<file path="src/verilog/utf_pkg.sv">
// shared constants and types of the uart transmit framing block
package utf_pkg;

  // ****************************************************************
  // register map
  // ****************************************************************
  localparam logic [7:0] ADDR_CTRL_ONE = 8'h00;
  localparam logic [7:0] ADDR_CTRL_TWO = 8'h04;
  localparam logic [7:0] ADDR_STATUS = 8'h08;
  localparam logic [7:0] ADDR_HOLD = 8'h0c;
  localparam logic [7:0] ADDR_DIV = 8'h10;

  // serial_control_one fields
  localparam int C1_UNIT_ON = 0;
  localparam int C1_NINE = 1;
  localparam int C1_PAR_ON = 2;
  localparam int C1_PAR_ODD = 3;
  localparam int C1_TWO_STOP = 4;
  localparam int C1_NINTH = 5;
  localparam logic [7:0] C1_MASK = 8'h3f;

  // serial_control_two fields
  localparam int C2_TX_ON = 0;
  localparam int C2_RX_ON = 1;
  localparam int C2_HIGH = 2;
  localparam int C2_BREAK = 3;
  localparam int C2_IRQ_ON = 4;
  localparam logic [7:0] C2_MASK = 8'h1f;

  // serial_status fields
  localparam int ST_EMPTY = 0;
  localparam int ST_TX_QUIET = 1;
  localparam int ST_RX_QUIET = 2;

  // reset values: 8 data bits, no parity, one stop bit
  localparam logic [7:0] CTRL_ONE_RST = 8'h00;
  localparam logic [7:0] CTRL_TWO_RST = 8'h00;
  localparam logic [7:0] DIV_RST = 8'h00;

  // ****************************************************************
  // timing and framing
  // ****************************************************************
  localparam logic [5:0] PRE_LOW = 6'h3f;
  localparam logic [5:0] PRE_HIGH = 6'h0f;
  localparam int FRAME_W = 14;
  localparam int LEN_W = 4;
  localparam logic [LEN_W-1:0] BREAK_LEN = 4'he;

  typedef enum logic [1:0] {TX_IDLE, TX_DATA, TX_BREAK, TX_TWO_STOP_SELECT} utf_tx_state_e;

endpackage

</file>
<file path="src/verilog/utf_shift_if.sv">
// link between the transmit sequencer and the bit shifter
interface utf_shift_if;
  logic load;
  logic abort;
  logic tick;
  logic [utf_pkg::FRAME_W-1:0] frame;
  logic [utf_pkg::LEN_W-1:0] len;
  logic busy;
  logic done;
  logic line;

  modport seq (output load, output abort, output tick, output frame, output len,
               input busy, input done, input line);
  modport shifter (input load, input abort, input tick, input frame, input len,
                   output busy, output done, output line);
endinterface

</file>
<file path="src/verilog/utf_baud.sv">
// baud generator: one tick per bit period
module utf_baud #(
  parameter int DIV_W = 8
) (
  input wire logic pclk,
  input wire logic presetn,
  input wire logic clk_en,
  input wire logic run,
  input wire logic high_speed,
  input wire logic [DIV_W-1:0] divisor,
  output logic tick
);

  logic [5:0] pre_q;
  logic [DIV_W-1:0] div_q;
  logic [5:0] pre_lim;
  logic pre_wrap;

  generate
    if (DIV_W < 1 || DIV_W > 16) begin : g_bad_width
      $error("utf_baud: divisor width out of range");
    end
  endgenerate

  assign pre_lim = high_speed ? utf_pkg::PRE_HIGH : utf_pkg::PRE_LOW;
  assign pre_wrap = (pre_q >= pre_lim);
  // period is (prescale) * (divisor + 1) system clocks
  assign tick = run && pre_wrap && (div_q >= divisor);

  always_ff @(posedge pclk or negedge presetn) begin
    if (!presetn) begin
      pre_q <= 6'h00;
      div_q <= '0;
    end else if (clk_en) begin
      if (!run) begin
        pre_q <= 6'h00;
        div_q <= '0;
      end else if (pre_wrap) begin
        pre_q <= 6'h00;
        div_q <= tick ? '0 : div_q + 1'b1;
      end else begin
        pre_q <= pre_q + 6'h01;
      end
    end
  end

endmodule

</file>
<file path="src/verilog/utf_shifter.sv">
// transmit shift register: sends a frame vector lsb first
module utf_shifter (
  input wire logic pclk,
  input wire logic presetn,
  input wire logic clk_en,
  utf_shift_if.shifter sif
);

  logic [utf_pkg::FRAME_W-1:0] sh_q;
  logic [utf_pkg::LEN_W-1:0] cnt_q;
  logic busy_q;
  logic run_q;

  assign sif.busy = busy_q;
  assign sif.done = sif.tick && busy_q && run_q && (cnt_q == 4'h1);
  // line rests high whenever no bit is on the wire
  assign sif.line = run_q ? sh_q[0] : 1'b1;

  always_ff @(posedge pclk or negedge presetn) begin
    if (!presetn) begin
      sh_q <= '1;
      cnt_q <= '0;
      busy_q <= 1'b0;
      run_q <= 1'b0;
    end else if (clk_en) begin
      if (sif.abort) begin
        sh_q <= '1;
        busy_q <= 1'b0;
        run_q <= 1'b0;
      end else if (sif.load) begin
        // a load on a tick starts at once so break characters stay contiguous
        sh_q <= sif.frame;
        cnt_q <= sif.len;
        busy_q <= 1'b1;
        run_q <= sif.tick;
      end else if (sif.tick && busy_q) begin
        if (!run_q) begin
          run_q <= 1'b1;
        end else if (cnt_q == 4'h1) begin
          busy_q <= 1'b0;
          run_q <= 1'b0;
        end else begin
          sh_q <= {1'b1, sh_q[utf_pkg::FRAME_W-1:1]};
          cnt_q <= cnt_q - 4'h1;
        end
      end
    end
  end

endmodule

</file>
<file path="src/verilog/uart_transmit_framing.sv">
// uart transmit path with frame format, enables, flags and apb registers
//
// Behaviour
// - nrz frame: start, 8/9 data, 1/2 two_stop_select
// - parity even, odd or off
// - reset format is 8 data, none, 1
// - shared format and 8-bit baud generator
// - data leaves lsb first
// - baud clock / (64 or 16)(divisor+1)
// - idle transmit line held high
// - pins owned only when unit and direction on
// - unit off empties buffers, drops data
// - unit off clears enables, sets idle flags
// - unit off aborts; re-enable keeps configuration
// - nine-bit and two-stop selects independent
// - parity or address bit takes last position
// - ninth bit comes from control field
// - shifter reloads only after stop bits
// - send needs enable, data and baud tick
// - transmit off aborts and releases pin
// - holding-empty flag, optional interrupt
// - status access then write; blocked when full
// - write during frame waits in holding
// - write while idle goes straight out
// - quiet flag set when frame completes
// - quiet flag cleared like holding-empty
// - break: 14 zeros, repeat, then two_stop_select
//
// Implementation choices: the register addresses and the APB interface to the registers.
module uart_transmit_framing #(
  parameter int DIV_W = 8
) (
  input wire logic pclk,
  input wire logic presetn,
  input wire logic clk_en,
  input wire logic psel,
  input wire logic penable,
  input wire logic pwrite,
  input wire logic [7:0] paddr,
  input wire logic [31:0] pwdata,
  output logic [31:0] prdata,
  output logic pready,
  output logic pslverr,
  output logic tx_o,
  output logic tx_oe,
  output logic rx_claim,
  output logic tx_empty_irq
);

  // ****************************************************************
  // declarations
  // ****************************************************************
  logic [7:0] ctrl_one_q;
  logic [7:0] ctrl_two_q;
  logic [DIV_W-1:0] div_q;
  logic [7:0] hold_q;
  logic empty_q;
  logic quiet_q;
  logic seen_q;
  logic pready_q;
  logic pslverr_q;
  logic [31:0] prdata_q;
  logic tx_q;
  logic tx_oe_q;
  utf_pkg::utf_tx_state_e tx_state_q;
  utf_pkg::utf_tx_state_e tx_state_d;
  logic acc;
  logic wr;
  logic rd;
  logic unit_on;
  logic tx_on;
  logic brk;
  logic hold_wr;
  logic unit_off_ev;
  logic ld_data;
  logic ld_break;
  logic ld_two_stop_select;
  logic frame_end;
  logic [utf_pkg::FRAME_W-1:0] data_frame;
  logic [utf_pkg::LEN_W-1:0] data_len;

  utf_shift_if sif ();

  generate
    if (DIV_W != 8) begin : g_bad_div
      $error("uart_transmit_framing: divisor register is 8 bits wide");
    end
  endgenerate

  // ****************************************************************
  // helpers
  // ****************************************************************
  function automatic logic hit(input logic [7:0] a, input logic [7:0] off);
    hit = (a == off);
  endfunction

  function automatic logic mapped(input logic [7:0] a);
    mapped = hit(a, utf_pkg::ADDR_CTRL_ONE) || hit(a, utf_pkg::ADDR_CTRL_TWO) ||
             hit(a, utf_pkg::ADDR_STATUS) || hit(a, utf_pkg::ADDR_HOLD) ||
             hit(a, utf_pkg::ADDR_DIV);
  endfunction

  // builds start, data (with parity or ninth bit) and stop bits
  function automatic logic [utf_pkg::FRAME_W+utf_pkg::LEN_W-1:0] build(
    input logic [7:0] d, input logic [7:0] c1);
    logic [8:0] w;
    logic [utf_pkg::FRAME_W-1:0] f;
    logic [utf_pkg::LEN_W-1:0] n;
    w = {c1[utf_pkg::C1_NINTH], d};
    f = '1;
    if (c1[utf_pkg::C1_PAR_ON]) begin
      if (c1[utf_pkg::C1_NINE]) begin
        w[8] = (^w[7:0]) ^ c1[utf_pkg::C1_PAR_ODD];
      end else begin
        w[7] = (^w[6:0]) ^ c1[utf_pkg::C1_PAR_ODD];
      end
    end
    f[0] = 1'b0;
    if (c1[utf_pkg::C1_NINE]) begin
      f[9:1] = w;
    end else begin
      f[8:1] = w[7:0];
    end
    // stop bits are the ones left above the word
    n = c1[utf_pkg::C1_NINE] ? 4'hb : 4'ha;
    if (c1[utf_pkg::C1_TWO_STOP]) begin
      n = n + 4'h1;
    end
    build = {n, f};
  endfunction

  // ****************************************************************
  // apb slave: no wait states, registered answer
  // ****************************************************************
  assign acc = psel && penable && pready_q;
  assign wr = acc && pwrite;
  assign rd = acc && !pwrite;
  assign pready = pready_q;
  assign pslverr = pready_q && pslverr_q;
  assign prdata = prdata_q;

  always_ff @(posedge pclk or negedge presetn) begin
    if (!presetn) begin
      pready_q <= 1'b0;
      pslverr_q <= 1'b0;
      prdata_q <= 32'h0000_0000;
    end else if (clk_en) begin
      pready_q <= psel && !penable;
      pslverr_q <= !mapped(paddr);
      prdata_q <= 32'h0000_0000;
      if (psel && !penable && !pwrite) begin
        if (hit(paddr, utf_pkg::ADDR_CTRL_ONE)) begin
          prdata_q <= {24'h00_0000, ctrl_one_q};
        end else if (hit(paddr, utf_pkg::ADDR_CTRL_TWO)) begin
          prdata_q <= {24'h00_0000, ctrl_two_q};
        end else if (hit(paddr, utf_pkg::ADDR_STATUS)) begin
          // receiver flags sit at their idle values here
          prdata_q <= {29'h0000_0000, 1'b1, quiet_q, empty_q};
        end else if (hit(paddr, utf_pkg::ADDR_DIV)) begin
          prdata_q <= {{(32-DIV_W){1'b0}}, div_q};
        end
      end
    end
  end

  // ****************************************************************
  // control registers
  // ****************************************************************
  assign unit_on = ctrl_one_q[utf_pkg::C1_UNIT_ON];
  assign tx_on = unit_on && ctrl_two_q[utf_pkg::C2_TX_ON];
  assign brk = ctrl_two_q[utf_pkg::C2_BREAK];
  assign unit_off_ev = wr && hit(paddr, utf_pkg::ADDR_CTRL_ONE) && unit_on &&
                       !pwdata[utf_pkg::C1_UNIT_ON];

  always_ff @(posedge pclk or negedge presetn) begin
    if (!presetn) begin
      ctrl_one_q <= utf_pkg::CTRL_ONE_RST;
      div_q <= utf_pkg::DIV_RST;
    end else if (clk_en && wr) begin
      // format and divisor survive a disable so re-enable resumes as before
      if (hit(paddr, utf_pkg::ADDR_CTRL_ONE)) begin
        ctrl_one_q <= pwdata[7:0] & utf_pkg::C1_MASK;
      end
      if (hit(paddr, utf_pkg::ADDR_DIV)) begin
        div_q <= pwdata[DIV_W-1:0];
      end
    end
  end

  always_ff @(posedge pclk or negedge presetn) begin
    if (!presetn) begin
      ctrl_two_q <= utf_pkg::CTRL_TWO_RST;
    end else if (clk_en) begin
      if (unit_off_ev) begin
        ctrl_two_q[utf_pkg::C2_TX_ON] <= 1'b0;
        ctrl_two_q[utf_pkg::C2_RX_ON] <= 1'b0;
        ctrl_two_q[utf_pkg::C2_BREAK] <= 1'b0;
      end else if (wr && hit(paddr, utf_pkg::ADDR_CTRL_TWO)) begin
        ctrl_two_q <= pwdata[7:0] & utf_pkg::C2_MASK;
      end
    end
  end

  // ****************************************************************
  // holding register and flags
  // ****************************************************************
  assign hold_wr = wr && hit(paddr, utf_pkg::ADDR_HOLD) && unit_on &&
                   empty_q && seen_q;

  always_ff @(posedge pclk or negedge presetn) begin
    if (!presetn) begin
      hold_q <= 8'h00;
    end else if (clk_en && hold_wr) begin
      hold_q <= pwdata[7:0];
    end
  end

  // status read arms the clearing sequence, an accepted write consumes it
  always_ff @(posedge pclk or negedge presetn) begin
    if (!presetn) begin
      seen_q <= 1'b0;
    end else if (clk_en) begin
      if (rd && hit(paddr, utf_pkg::ADDR_STATUS)) begin
        seen_q <= 1'b1;
      end else if (hold_wr) begin
        seen_q <= 1'b0;
      end
    end
  end

  // set wins over clear on both flags
  always_ff @(posedge pclk or negedge presetn) begin
    if (!presetn) begin
      empty_q <= 1'b1;
    end else if (clk_en) begin
      if (!unit_on || ld_data) begin
        empty_q <= 1'b1;
      end else if (hold_wr) begin
        empty_q <= 1'b0;
      end
    end
  end

  always_ff @(posedge pclk or negedge presetn) begin
    if (!presetn) begin
      quiet_q <= 1'b1;
    end else if (clk_en) begin
      if (!unit_on || frame_end) begin
        quiet_q <= 1'b1;
      end else if (hold_wr) begin
        quiet_q <= 1'b0;
      end
    end
  end

  // no transmit interrupt while a break is on the line
  assign tx_empty_irq = empty_q && ctrl_two_q[utf_pkg::C2_IRQ_ON] &&
                        (tx_state_q != utf_pkg::TX_BREAK);

  // ****************************************************************
  // transmit sequencer
  // ****************************************************************
  assign {data_len, data_frame} = build(hold_q, ctrl_one_q);
  assign frame_end = sif.done && (tx_state_q == utf_pkg::TX_DATA ||
                                  tx_state_q == utf_pkg::TX_TWO_STOP_SELECT ||
                                  (tx_state_q == utf_pkg::TX_BREAK && !brk));

  always_comb begin
    tx_state_d = tx_state_q;
    ld_data = 1'b0;
    ld_break = 1'b0;
    ld_two_stop_select = 1'b0;
    unique case (tx_state_q)
      utf_pkg::TX_IDLE: begin
        if (brk) begin
          ld_break = 1'b1;
        end else if (!empty_q) begin
          ld_data = 1'b1;
        end
      end
      utf_pkg::TX_DATA: begin
        if (sif.done) begin
          if (brk) begin
            ld_break = 1'b1;
          end else if (!empty_q) begin
            ld_data = 1'b1;
          end else begin
            tx_state_d = utf_pkg::TX_IDLE;
          end
        end
      end
      utf_pkg::TX_BREAK: begin
        if (sif.done) begin
          if (brk) begin
            ld_break = 1'b1;
          end else begin
            ld_two_stop_select = 1'b1;
          end
        end
      end
      utf_pkg::TX_TWO_STOP_SELECT: begin
        if (sif.done) begin
          tx_state_d = utf_pkg::TX_IDLE;
        end
      end
    endcase
    // a word written before the enable must wait in holding, not be dropped
    if (!tx_on) begin
      ld_data = 1'b0;
      ld_break = 1'b0;
      ld_two_stop_select = 1'b0;
    end
    if (ld_data) begin
      tx_state_d = utf_pkg::TX_DATA;
    end else if (ld_break) begin
      tx_state_d = utf_pkg::TX_BREAK;
    end else if (ld_two_stop_select) begin
      tx_state_d = utf_pkg::TX_TWO_STOP_SELECT;
    end
  end

  always_ff @(posedge pclk or negedge presetn) begin
    if (!presetn) begin
      tx_state_q <= utf_pkg::TX_IDLE;
    end else if (clk_en) begin
      tx_state_q <= tx_on ? tx_state_d : utf_pkg::TX_IDLE;
    end
  end

  assign sif.load = tx_on && (ld_data || ld_break || ld_two_stop_select);
  assign sif.abort = !tx_on;
  assign sif.frame = ld_data ? data_frame :
                     ld_break ? {utf_pkg::FRAME_W{1'b0}} : {utf_pkg::FRAME_W{1'b1}};
  assign sif.len = ld_data ? data_len :
                   ld_break ? utf_pkg::BREAK_LEN :
                   (ctrl_one_q[utf_pkg::C1_TWO_STOP] ? 4'h2 : 4'h1);

  utf_baud #(.DIV_W(DIV_W)) u_baud (
    .pclk(pclk),
    .presetn(presetn),
    .clk_en(clk_en),
    .run(unit_on),
    .high_speed(ctrl_two_q[utf_pkg::C2_HIGH]),
    .divisor(div_q),
    .tick(sif.tick)
  );

  utf_shifter u_shifter (
    .pclk(pclk),
    .presetn(presetn),
    .clk_en(clk_en),
    .sif(sif)
  );

  // ****************************************************************
  // pins
  // ****************************************************************
  assign tx_o = tx_q;
  assign tx_oe = tx_oe_q;
  assign rx_claim = unit_on && ctrl_two_q[utf_pkg::C2_RX_ON];

  always_ff @(posedge pclk or negedge presetn) begin
    if (!presetn) begin
      tx_q <= 1'b1;
      tx_oe_q <= 1'b0;
    end else if (clk_en) begin
      tx_q <= tx_on ? sif.line : 1'b1;
      tx_oe_q <= tx_on;
    end
  end
endmodule

</file>
<file path="config.mk">
export PLATFORM = sky130hd
export DESIGN_NAME = uart_transmit_framing
export DESIGN_NICKNAME = d
export VERILOG_FILES = /design/src/verilog/utf_pkg.sv /design/src/verilog/utf_shift_if.sv /design/src/verilog/utf_baud.sv /design/src/verilog/utf_shifter.sv /design/src/verilog/uart_transmit_framing.sv
export SDC_FILE = /design/constraint.sdc
export NUM_CORES = 1
export LEC_CHECK = 0
export BUFFER_PORTS_ARGS = -buffer_cell sky130_fd_sc_hd__buf_4
export CORE_ASPECT_RATIO = 1.4
export CORE_UTILIZATION = 35
export CTS_CLUSTER_SIZE = 24
export DETAILED_ROUTE_END_ITERATION = 6
export SETUP_SLACK_MARGIN = 0.05
export SLEW_MARGIN = 10
export SYNTH_ARGS = -nofsm -noshare
export SYNTH_HDL_FRONTEND = slang
export SYNTH_HIERARCHICAL = 1
export SYNTH_SLANG_ARGS = --single-unit
</file>
<file path="constraint.sdc">
create_clock -name pclk -period 10.9 [get_ports pclk]
set_input_delay 0.545 -clock pclk [delete_from_list [all_inputs] [get_ports pclk]]
set_output_delay 0.545 -clock pclk [all_outputs]
set_load 0.005 [all_outputs]
</file>
==> impl_metrics.ini, run 1 <==
[power]
p_leak_nw = 2.42
p_switching_mw = 0.137
ir_drop_v = 0.0000936
p_int_mw = 0.508
power_frac_comb_pct = 4.7
clkPwrFrac_pct = 50.1
p_seq_share_pct = 45.2
cellPowerDensity_nw_per_um2 = 118
sw_frac_of_total_pct = 21.3

[clock_tree]
ctsRootBufferMaster = clkbuf_16
clock-sinks = 78
cts_resized = 0
cts_tree = yes
cts_buffers = 9
clkLatencyLatePin_ps = 330
post_cts_buffers = 0
cts_hold_buf = 0
ctsLongestPathBuffers = 2
clk_pin_slew_ps = 60
h-tree-depth = 3

[timing]
worst_pin_slew_ps = 986
rsz0062_at_grt = false
setup_violations = 0
finalHoldViolCount = 0
timing.final.max_slew_violations = 0
setup_tns_ps = 0
fin_skew_ps = 8.73
fin_hold_ws_ps = 368
fmax_mhz = 199
period_share_pct = 46.0
max_slew_margin_pct = 34.3
period_minus_slack_ps = 5020

[global_routing]
use_met2_pct = 29.3
grt_pass1_vias = 3647
antenna_found_initial = 0
gr-usage-all-layers_pct = 15.9
top_usage_layer = met2
grt_pass1_wl_um = 17800
grt_start_max_net_pins = 79
use_met3_pct = 2.27
gr-total-overflow = 0
grt_util_met1_pct = 18.0

[critical_path]
crit_arrival_ps = 5250
rr_worst_depth = 17
path_max_fanout = 22
endpoint_kind = flip-flop
cp.required_ps = 11130
start_kind = flip-flop
r2r_slack_ps = 5880
crit_type = flip-flop to flip-flop

[floorplan]
die_y_um = 142
die_area_um2 = 14400
ios = 84
rows = 50
start_util_pct = 36.2
coreArea_um2 = 13500
die_w_um = 102

[logic_synthesis]
avgSynthCellArea_um2 = 9.95
ys_seq_area_share_pct = 40.5
syn_inst = 489
yosysTopAreaCell = dfrtp_1
ys_types = 75
synth-edff-count = 0
syn_area_um2 = 4870
synth_most_common_cell = dfrtp_1
ys_ff_latch = 78
synth_warnings = 6
ys_async_sr_fraction_pct = 100
netlist_top_cells_count = dfrtp_1 (61), inv_1 (40), nor2_1 (36), buf_4 (30), nand2_1 (28)
synth_top_area_share_pct = 31.4
ys.flop_type = dfrtp_1
yosys-top-cells-area = dfrtp_1 (31%), dfstp_2 (9.2%), ha_1 (5.4%)

[placement]
dp_hpwl_um = 8220
gp_congestion = 0.831
io_buffers = 35

[cells_and_area]
antennaDiodeCount = 0
area_delta_synth_final_pct = 12.2
drive_above_1_share_pct = 21.6
fillers = 1338
final_nets = 581

[detailed_routing]
wl_per_cell_um = 15.7
drt_iter0_drc = 132
routed_wl_um = 11000
vias = 3624
drc = 0
vias_per_cell = 5.17
drtPass1Iterations = 4
final_antenna_net_count = 0

[run_status]
status = finished clean

[worst_hold_path]
min_path_type = input pin to asynchronous set/reset pin

[run]
maxCapViolCount = 0
## metrics by stage
step | setup WS [ps] | utilization (%) | cell area (um^2) | power, mW | instances
2_1_floorplan | 7360 | - | 4950 | 0.316 | 512
3_3_place_gp | 5870 | 38.2 | 5140 | 0.327 | 685
3_5_place_dp | 5850 | 38.2 | 5140 | 0.327 | 685
4_1_cts | 5840 | 40.6 | 5460 | 0.655 | 701
5_1_grt | 5510 | 40.6 | 5460 | 0.668 | 701
6_report | 5880 | 40.6 | 5460 | 0.645 | 701
## worst max-delay path: stages (launching register included)
cell and delay [ps]:
dfrtp_1 380, inv_1 80, ha_1 270, nand2b_1 110, a2111oi_2 70, o31ai_1 220
buf_4 220, and3_1 250, nand3_1 130, nand2b_1 180, inv_1 170, a21oi_1 130
nor4b_4 640, nor2_1 210, nand2_1 710, inv_1 240, a21oi_1 730, a2bb2oi_1 160
## worst paths after layout
check	end	from
max in group asynchronous	u_shifter/sif.busy$_DFFE_PN0P_	presetn
worst min-delay path	hold_q[5]$_DFFE_PN0P_	presetn
worst min register to register	u_shifter/sh_q[5]$_DFFE_PN1P_	u_shifter/sh_q[5]$_DFFE_PN1P_
worst max-delay path	u_shifter/sh_q[12]$_DFFE_PN1P_	u_baud/div_q[0]$_DFFE_PN0P_
worst max register to register	u_shifter/sh_q[12]$_DFFE_PN1P_	u_baud/div_q[0]$_DFFE_PN0P_
min in group pclk	ctrl_two_q[3]$_DFFE_PN0P_	pwdata[3]
## routing by layer
| metal | vias to the layer above | wire, um |
|---|---|---|
| li1 | 1762 | - |
| met1 | 1798 | 4490 |
| met2 | 51 | 6020 |
| met3 | 13 | 221 |
| met4 | 0 | 243 |
| met5 | - | 0 |
## logic make-up (layout without fill, tap and decap cells)
group | after synthesis | count (layout) | share of synthesized area, %
other cells | 1 | 24 | 0.0770
flops | 78 | 78 | 40.5
fa+ha+maj | 21 | 21 | 5.40
mux | 39 | 39 | 9.18
buf+inv | 88 | 95 | 9.85
xor+xnor | 7 | 7 | 1.26
compound gates | 118 | 118 | 17.7
simple gates | 137 | 137 | 16.0
## layout by cell type, fill, tap and decap left out, drive strengths merged, types with 5 or more instances in the layout
cell / netlist / final
nand4: 6 / 6
o32ai: 7 / 7
conb: 1 / 24
a2bb2oi: 13 / 13
xnor2: 7 / 7
buf: 40 / 37
and3: 6 / 6
nor2: 38 / 38
ha: 21 / 21
nor2b: 7 / 7
clkbuf: 6 / 11
nor3: 5 / 5
inv: 42 / 43
dfrtp: 61 / 61
o22ai: 6 / 6
a21oi: 22 / 22
o2bb2ai: 5 / 5
mux2i: 15 / 15
dfstp: 17 / 17
o21ai: 20 / 20
and2: 5 / 5
nand2: 29 / 29
mux2: 24 / 24
nand3: 13 / 13
## final cells by class
type | count | area [um^2] | area share (%)
well taps | 182 | 228 | 4.17
clock buffers | 11 | 243 | 4.44
inverters | 42 | 158 | 2.89
multi-input cells | 346 | 2500 | 45.8
clock inverters | 5 | 81.3 | 1.49
repair buffers | 37 | 278 | 5.09
flip-flops and latches | 78 | 1970 | 36.1
## flip-flops by register name (all words and copies together) (netlist names), 2 cells and up
register         count
ctrl_two_q           5
ctrl_one_q           6
u_shifter/cnt_q      4
div_q                8
tx_state_q           2
prdata               8
hold_q               8
u_baud/pre_q         6
u_baud/div_q         8
u_shifter/sh_q      14
## power by group through the flow
stage	logic (mW)	clock network, mW	registers [mW]
floorplan	0.0198	0	0.297
global placement	0.0306	0	0.297
detailed placement	0.0307	0	0.297
CTS	0.0308	0.332	0.292
global route	0.0342	0.342	0.291
finish	0.0304	0.323	0.292
Note: power is estimated with default switching activity, not from simulation.
==> run 2, diff against run 1 <==
==> constraint.sdc (replaced) <==
create_clock -name pclk -period 4.3 [get_ports pclk]
set_input_delay 0.215 -clock pclk [delete_from_list [all_inputs] [get_ports pclk]]
set_output_delay 0.215 -clock pclk [all_outputs]
set_load 0.005 [all_outputs]
==> run 2 against run 1 <==
  * Count of clock-buffer cells in the layout shrank 2
  * Via count grew 0.61%
  * Clock skew shrank 1.0 ps
  * Clock power grew 130%
  * Largest cell class unchanged
  * Largest power group unchanged
  * Non-clock buffer count grew 3
  * Maximum frequency grew 30%
  * Sequential share of layout area is essentially flat
  * Cell area shrank 0.14%
==> impl_metrics.ini, run 2 (same netlist as run 1, synthesis figures left out) <==
[clock_tree]
h-tree-depth = 3
ctsLongestPathBuffers = 2
cts_tree = yes
ctsRootBufferMaster = clkbuf_16
cts_hold_buf = 0
clkLatencyLatePin_ps = 340
cts_buffers = 9
clock-sinks = 78
clk_pin_slew_ps = 60

[global_routing]
gr-total-overflow = 0
grt_start_max_net_pins = 79
grt_pass1_wl_um = 18200
grt_pass1_vias = 3770
gr-usage-all-layers_pct = 16.4
antenna_found_initial = 0

[placement]
place_inst = 688
gp_congestion = 0.866
io_buffers = 35
dp_slack_ps = 303
dp_hpwl_um = 8270

[detailed_routing]
drc = 0
vias = 3646
wl_per_cell_um = 15.9
drt_iter0_drc = 135
routed_wl_um = 11200
vias_per_cell = 5.18
final_antenna_net_count = 0
drtPass1Iterations = 4

[cells_and_area]
largest_reg_flops = 14
final_cells = 704
antennaDiodeCount = 0
final_nets = 584
final_cell_mix = dfrtp_1 (61), inv_1 (40), buf_4 (40)
final_common_cell = dfrtp_1
drive_above_1_share_pct = 22.4
area_delta_synth_final_pct = 12.1
largest_register = u_shifter/sh_q

[floorplan]
ios = 84
die_area_um2 = 14400
coreArea_um2 = 13500
die_w_um = 102
die_y_um = 142
rows = 50
start_util_pct = 36.2

[timing]
finalHoldViolCount = 0
worst_pin_slew_ps = 995
fin_ws_ps = 425
setup_tns_ps = 0
fmax_mhz = 258
rsz0062_at_grt = false
setup_violations = 0
period_minus_slack_ps = 3880
fin_hold_ws_ps = 25.7
timing.final.max_slew_violations = 0
fin_skew_ps = 7.69
max_slew_margin_pct = 33.6
period_share_pct = 90.1

[power]
p_seq_share_pct = 47.2
p_int_mw = 1.21
cellPowerDensity_nw_per_um2 = 287
power_frac_comb_pct = 4.9
p_switching_mw = 0.358
sw_frac_of_total_pct = 22.9
clkPwrFrac_pct = 47.9
totalPowerFinal_mw = 1.57
p_leak_nw = 2.42
ir_drop_v = 0.000185

[critical_path]
r2r_slack_ps = 420
start_kind = flip-flop
r2r-start = u_baud/div_q[0]$_DFFE_PN0P_
crit_type = flip-flop to flip-flop
crit_end = u_shifter/sh_q[9]$_DFFE_PN1P_
crit_arrival_ps = 4140
setup.worst_path.start = u_baud/div_q[0]$_DFFE_PN0P_
rr_worst_depth = 16
path_max_fanout = 9
endpoint_kind = flip-flop
cp.required_ps = 4570
reg2reg_to = u_shifter/sh_q[9]$_DFFE_PN1P_

[worst_hold_path]
min_path_type = input pin to asynchronous set/reset pin

[run]
maxCapViolCount = 0

[run_status]
status = finished clean
## run 2: stage by stage
step	instance area [um^2]	utilization [%]
3_3_place_gp	5160	38.4
6_report	5450	40.5
5_1_grt	5450	40.5
2_1_floorplan	4950	-
4_1_cts	5450	40.5
3_5_place_dp	5160	38.4
## run 2: worst min path at each step
stage | cells after the start | slack, ps | to | from
6_report | 1 | 30 | hold_q[5]$_DFFE_PN0P_ | presetn
5_1_grt | 1 | 120 | hold_q[1]$_DFFE_PN0P_ | presetn
4_1_cts | 1 | 80 | hold_q[5]$_DFFE_PN0P_ | presetn
3_5_place_dp | 1 | 440 | hold_q[5]$_DFFE_PN0P_ | presetn
3_3_place_gp | 1 | 450 | hold_q[5]$_DFFE_PN0P_ | presetn
2_1_floorplan | 0 | -80 | ctrl_one_q[0]$_DFFE_PN0P_ | presetn
## run 2: cell type report
cell class,count,area [um^2]
Fill cell,1327,8000
Clock inverter,7,65.1
Timing Repair Buffer,40,300
Clock buffer,9,225
Inverter,42,158
Sequential cell,78,1970
Tap cell,182,228
Multi-Input combinational cell,346,2500
## run 2: critical path, cell delays in order, from the launching register on
cell and delay, ps:
dfrtp_1 390, inv_1 70, ha_1 280, nand2b_1 160, a2111oi_2 360, o31ai_1 140, and3_1 240, nand3_1 130
nand2b_1 140, inv_1 110, a21oi_1 310, nor4_4 100, nor2_1 220, nand2_1 230, buf_4 240, or4_1 530
o221a_2 140
## run 2: power groups by stage
| stage | Sequential (mW) | Combinational (mW) | Clock [mW] |
|---|---|---|---|
| 6_report | 0.739 | 0.0766 | 0.750 |
| 5_1_grt | 0.739 | 0.0854 | 0.805 |
| 4_1_cts | 0.739 | 0.0773 | 0.765 |
| 3_5_place_dp | 0.752 | 0.0772 | 0 |
| 3_3_place_gp | 0.752 | 0.0768 | 0 |
| 2_1_floorplan | 0.752 | 0.0501 | 0 |
## run 2: repair_timing
| item | 4_1_cts | 5_1_grt |
|---|---|---|
| buffers inserted | 0 | 0 |
| endpoints found under the setup margin | 0 | 11 |
| resized for setup | 0 | 1 |
## run 2: per-layer routing
layer	global-route usage [%]	share of wire, %
met4	5.34	1.1
met5	0	0
met3	3.30	2.7
met2	31.3	56
met1	17.5	41
==> run 3, diff against run 2 <==
--- a/config.mk
+++ b/config.mk
@@ -7,9 +7,11 @@
 export LEC_CHECK = 0
 export BUFFER_PORTS_ARGS = -buffer_cell sky130_fd_sc_hd__buf_4
 export CORE_ASPECT_RATIO = 1.4
-export CORE_UTILIZATION = 35
+export CORE_MARGIN = 5
+export CORE_UTILIZATION = 51
 export CTS_CLUSTER_SIZE = 24
 export DETAILED_ROUTE_END_ITERATION = 6
+export PLACE_DENSITY = 0.77
 export SETUP_SLACK_MARGIN = 0.05
 export SLEW_MARGIN = 10
 export SYNTH_ARGS = -nofsm -noshare
==> run 3 against run 2 <==
  * Via count grew 2.3%
  * Final cell count down 10%
  * Die area is 19% lower
  * Sequential share of layout area up 0.62 points
  * Clock power shrank 2%
  * First-iteration DRC count up 27%
  * Sequential power is essentially flat
  * Worst setup slack barely moved
  * Largest cell class unchanged
  * Wire length fell by 2.7%
==> impl_metrics.ini, run 3 (same netlist as run 1, synthesis figures left out) <==
[run_status]
status = finished clean

[clock_tree]
cts_buffers = 9
ctsLongestPathBuffers = 2
clk_pin_slew_ps = 60
ctsRootBufferMaster = clkbuf_16
clock-sinks = 78
cts_hold_buf = 0
h-tree-depth = 3
clkLatencyLatePin_ps = 340
cts_tree = yes

[detailed_routing]
vias_per_cell = 5.91
drc = 0
vias = 3730
drtPass1Iterations = 7
drt_iter0_drc = 171
wl_per_cell_um = 17.3
final_antenna_net_count = 0
routed_wl_um = 10900

[timing]
timing.final.max_slew_violations = 0
setup_violations = 0
setup_tns_ps = 0
fmax_mhz = 258
rsz0062_at_grt = false
max_slew_margin_pct = 33.0
period_minus_slack_ps = 3880
fin_hold_ws_ps = 13.8
fin_skew_ps = 7.48
worst_pin_slew_ps = 1010
period_share_pct = 90.1
finalHoldViolCount = 0

[critical_path]
path_max_fanout = 13
cp.required_ps = 4570
critPathSlowestCell = or4_1
endpoint_kind = flip-flop
crit_type = flip-flop to flip-flop
r2r-start = u_baud/div_q[0]$_DFFE_PN0P_
reg2reg_to = u_shifter/sh_q[9]$_DFFE_PN1P_
rr_worst_depth = 16
critPathMaxStageDelay_ps = 540
start_kind = flip-flop
crit_chain = inv_1, ha_1, nand2b_1, a2111oi_2, o31ai_1, and3_1, nand3_1, nand2b_1, inv_1, a21oi_1, nor4_4, nor2_1, nand2_1, buf_4, or4_1, o221a_2
r2r_slack_ps = 420
crit_arrival_ps = 4150

[cells_and_area]
antennaDiodeCount = 0
register_area_um2 = 1970
area_delta_synth_final_pct = 10.2
fillers = 798
final_cell_mix = dfrtp_1 (61), inv_1 (40), buf_4 (39)
largest_register = u_shifter/sh_q
largest_reg_flops = 14
drive_above_1_share_pct = 22.1
final_nets = 583
final_common_cell = dfrtp_1
multi_input_area_um2 = 2510
utilization_pct = 57.0

[floorplan]
rows = 42
die_w_um = 92.6
start_util_pct = 51.7
die_area_um2 = 11600
coreArea_um2 = 9410
ios = 84
die_y_um = 126

[run]
maxCapViolCount = 0

[power]
p_int_mw = 1.20
sw_frac_of_total_pct = 22.6
ir_drop_v = 0.000244
power_frac_comb_pct = 4.9
cellPowerDensity_nw_per_um2 = 289
totalPowerFinal_mw = 1.55
p_switching_mw = 0.351
p_seq_share_pct = 47.7
clkPwrFrac_pct = 47.4
p_leak_nw = 2.42

[worst_hold_path]
min_path_type = input pin to asynchronous set/reset pin

[global_routing]
gr-usage-all-layers_pct = 19.7
grt_pass1_vias = 3825
antenna_found_initial = 0
grt_start_max_net_pins = 79
grt_pass1_wl_um = 18300
gr-total-overflow = 0

[placement]
io_buffers = 35
dp_hpwl_um = 8020
gp_congestion = 0.858
## run 3: changes by cell type in the layout (fill, tap and decap cells not counted), sizes merged
cell / previous run / this run
clkbuf: 9 / 13
buf: 40 / 39
clkinv: 4 / 2
bufinv: 1 / 0
clkinvlp: 2 / 1
## run 3: worst max path at each step
stage               cells after the start                        endpoint  slack (ps)                   startpoint
finish                                 16   u_shifter/sh_q[9]$_DFFE_PN1P_         420  u_baud/div_q[0]$_DFFE_PN0P_
global route                           14   u_shifter/sh_q[3]$_DFFE_PN1P_         130    ctrl_two_q[2]$_DFFE_PN0P_
CTS                                    14   u_shifter/sh_q[1]$_DFFE_PN1P_         280    ctrl_two_q[2]$_DFFE_PN0P_
detailed placement                     14   u_shifter/sh_q[1]$_DFFE_PN1P_         290    ctrl_two_q[2]$_DFFE_PN0P_
global placement                       14  u_shifter/sh_q[12]$_DFFE_PN1P_         420    ctrl_two_q[2]$_DFFE_PN0P_
floorplan                              18   u_shifter/sh_q[8]$_DFFE_PN1P_         760  u_baud/div_q[0]$_DFFE_PN0P_
## run 3: repair_timing
item                       CTS  global route
setup buffers                0             0
setup endpoints to repair    0            12
resized for setup            0             2
## run 3: power groups by stage
stage / clock network, mW / registers [mW] / logic (mW)
detailed placement: 0 / 0.752 / 0.0760
floorplan: 0 / 0.752 / 0.0501
CTS: 0.752 / 0.739 / 0.0761
global placement: 0 / 0.752 / 0.0752
finish: 0.734 / 0.739 / 0.0763
global route: 0.777 / 0.739 / 0.0849
## run 3: layout make-up
type | count | share of cell area, %
clock buffer | 13 | 5.04
clock inverter | 3 | 0.327
inverter | 42 | 2.94
multi-input combinational | 346 | 46.9
sequential | 78 | 36.8
tap | 110 | 2.57
timing repair buffer | 39 | 5.46
## run 3: routing by layer
metal | wire [um] | up-vias | GRT usage, % | share of wire (%)
met3 | 464 | 22 | 4.03 | 4.3
met1 | 4170 | 1843 | 22.0 | 38
met5 | 0 | - | 0 | 0
met2 | 5930 | 93 | 34.7 | 54
met4 | 352 | 0 | 10.3 | 3.2
li1 | - | 1772 | - | -
## run 3: critical path: cells and delay by family, from the launching register on
kind	cells	cell delay, ps
compound gates	4	920
simple gates	8	1770
fa+ha+maj	1	280
flops	1	370
buf+inv	3	460
## run 3: through the flow
step / cell area (um^2) / instances / setup slack (ps)
floorplan: 4950 / 512 / 762
global placement: 5060 / 615 / 423
detailed placement: 5060 / 615 / 285
CTS: 5350 / 631 / 280
global route: 5360 / 631 / 132
finish: 5360 / 631 / 425
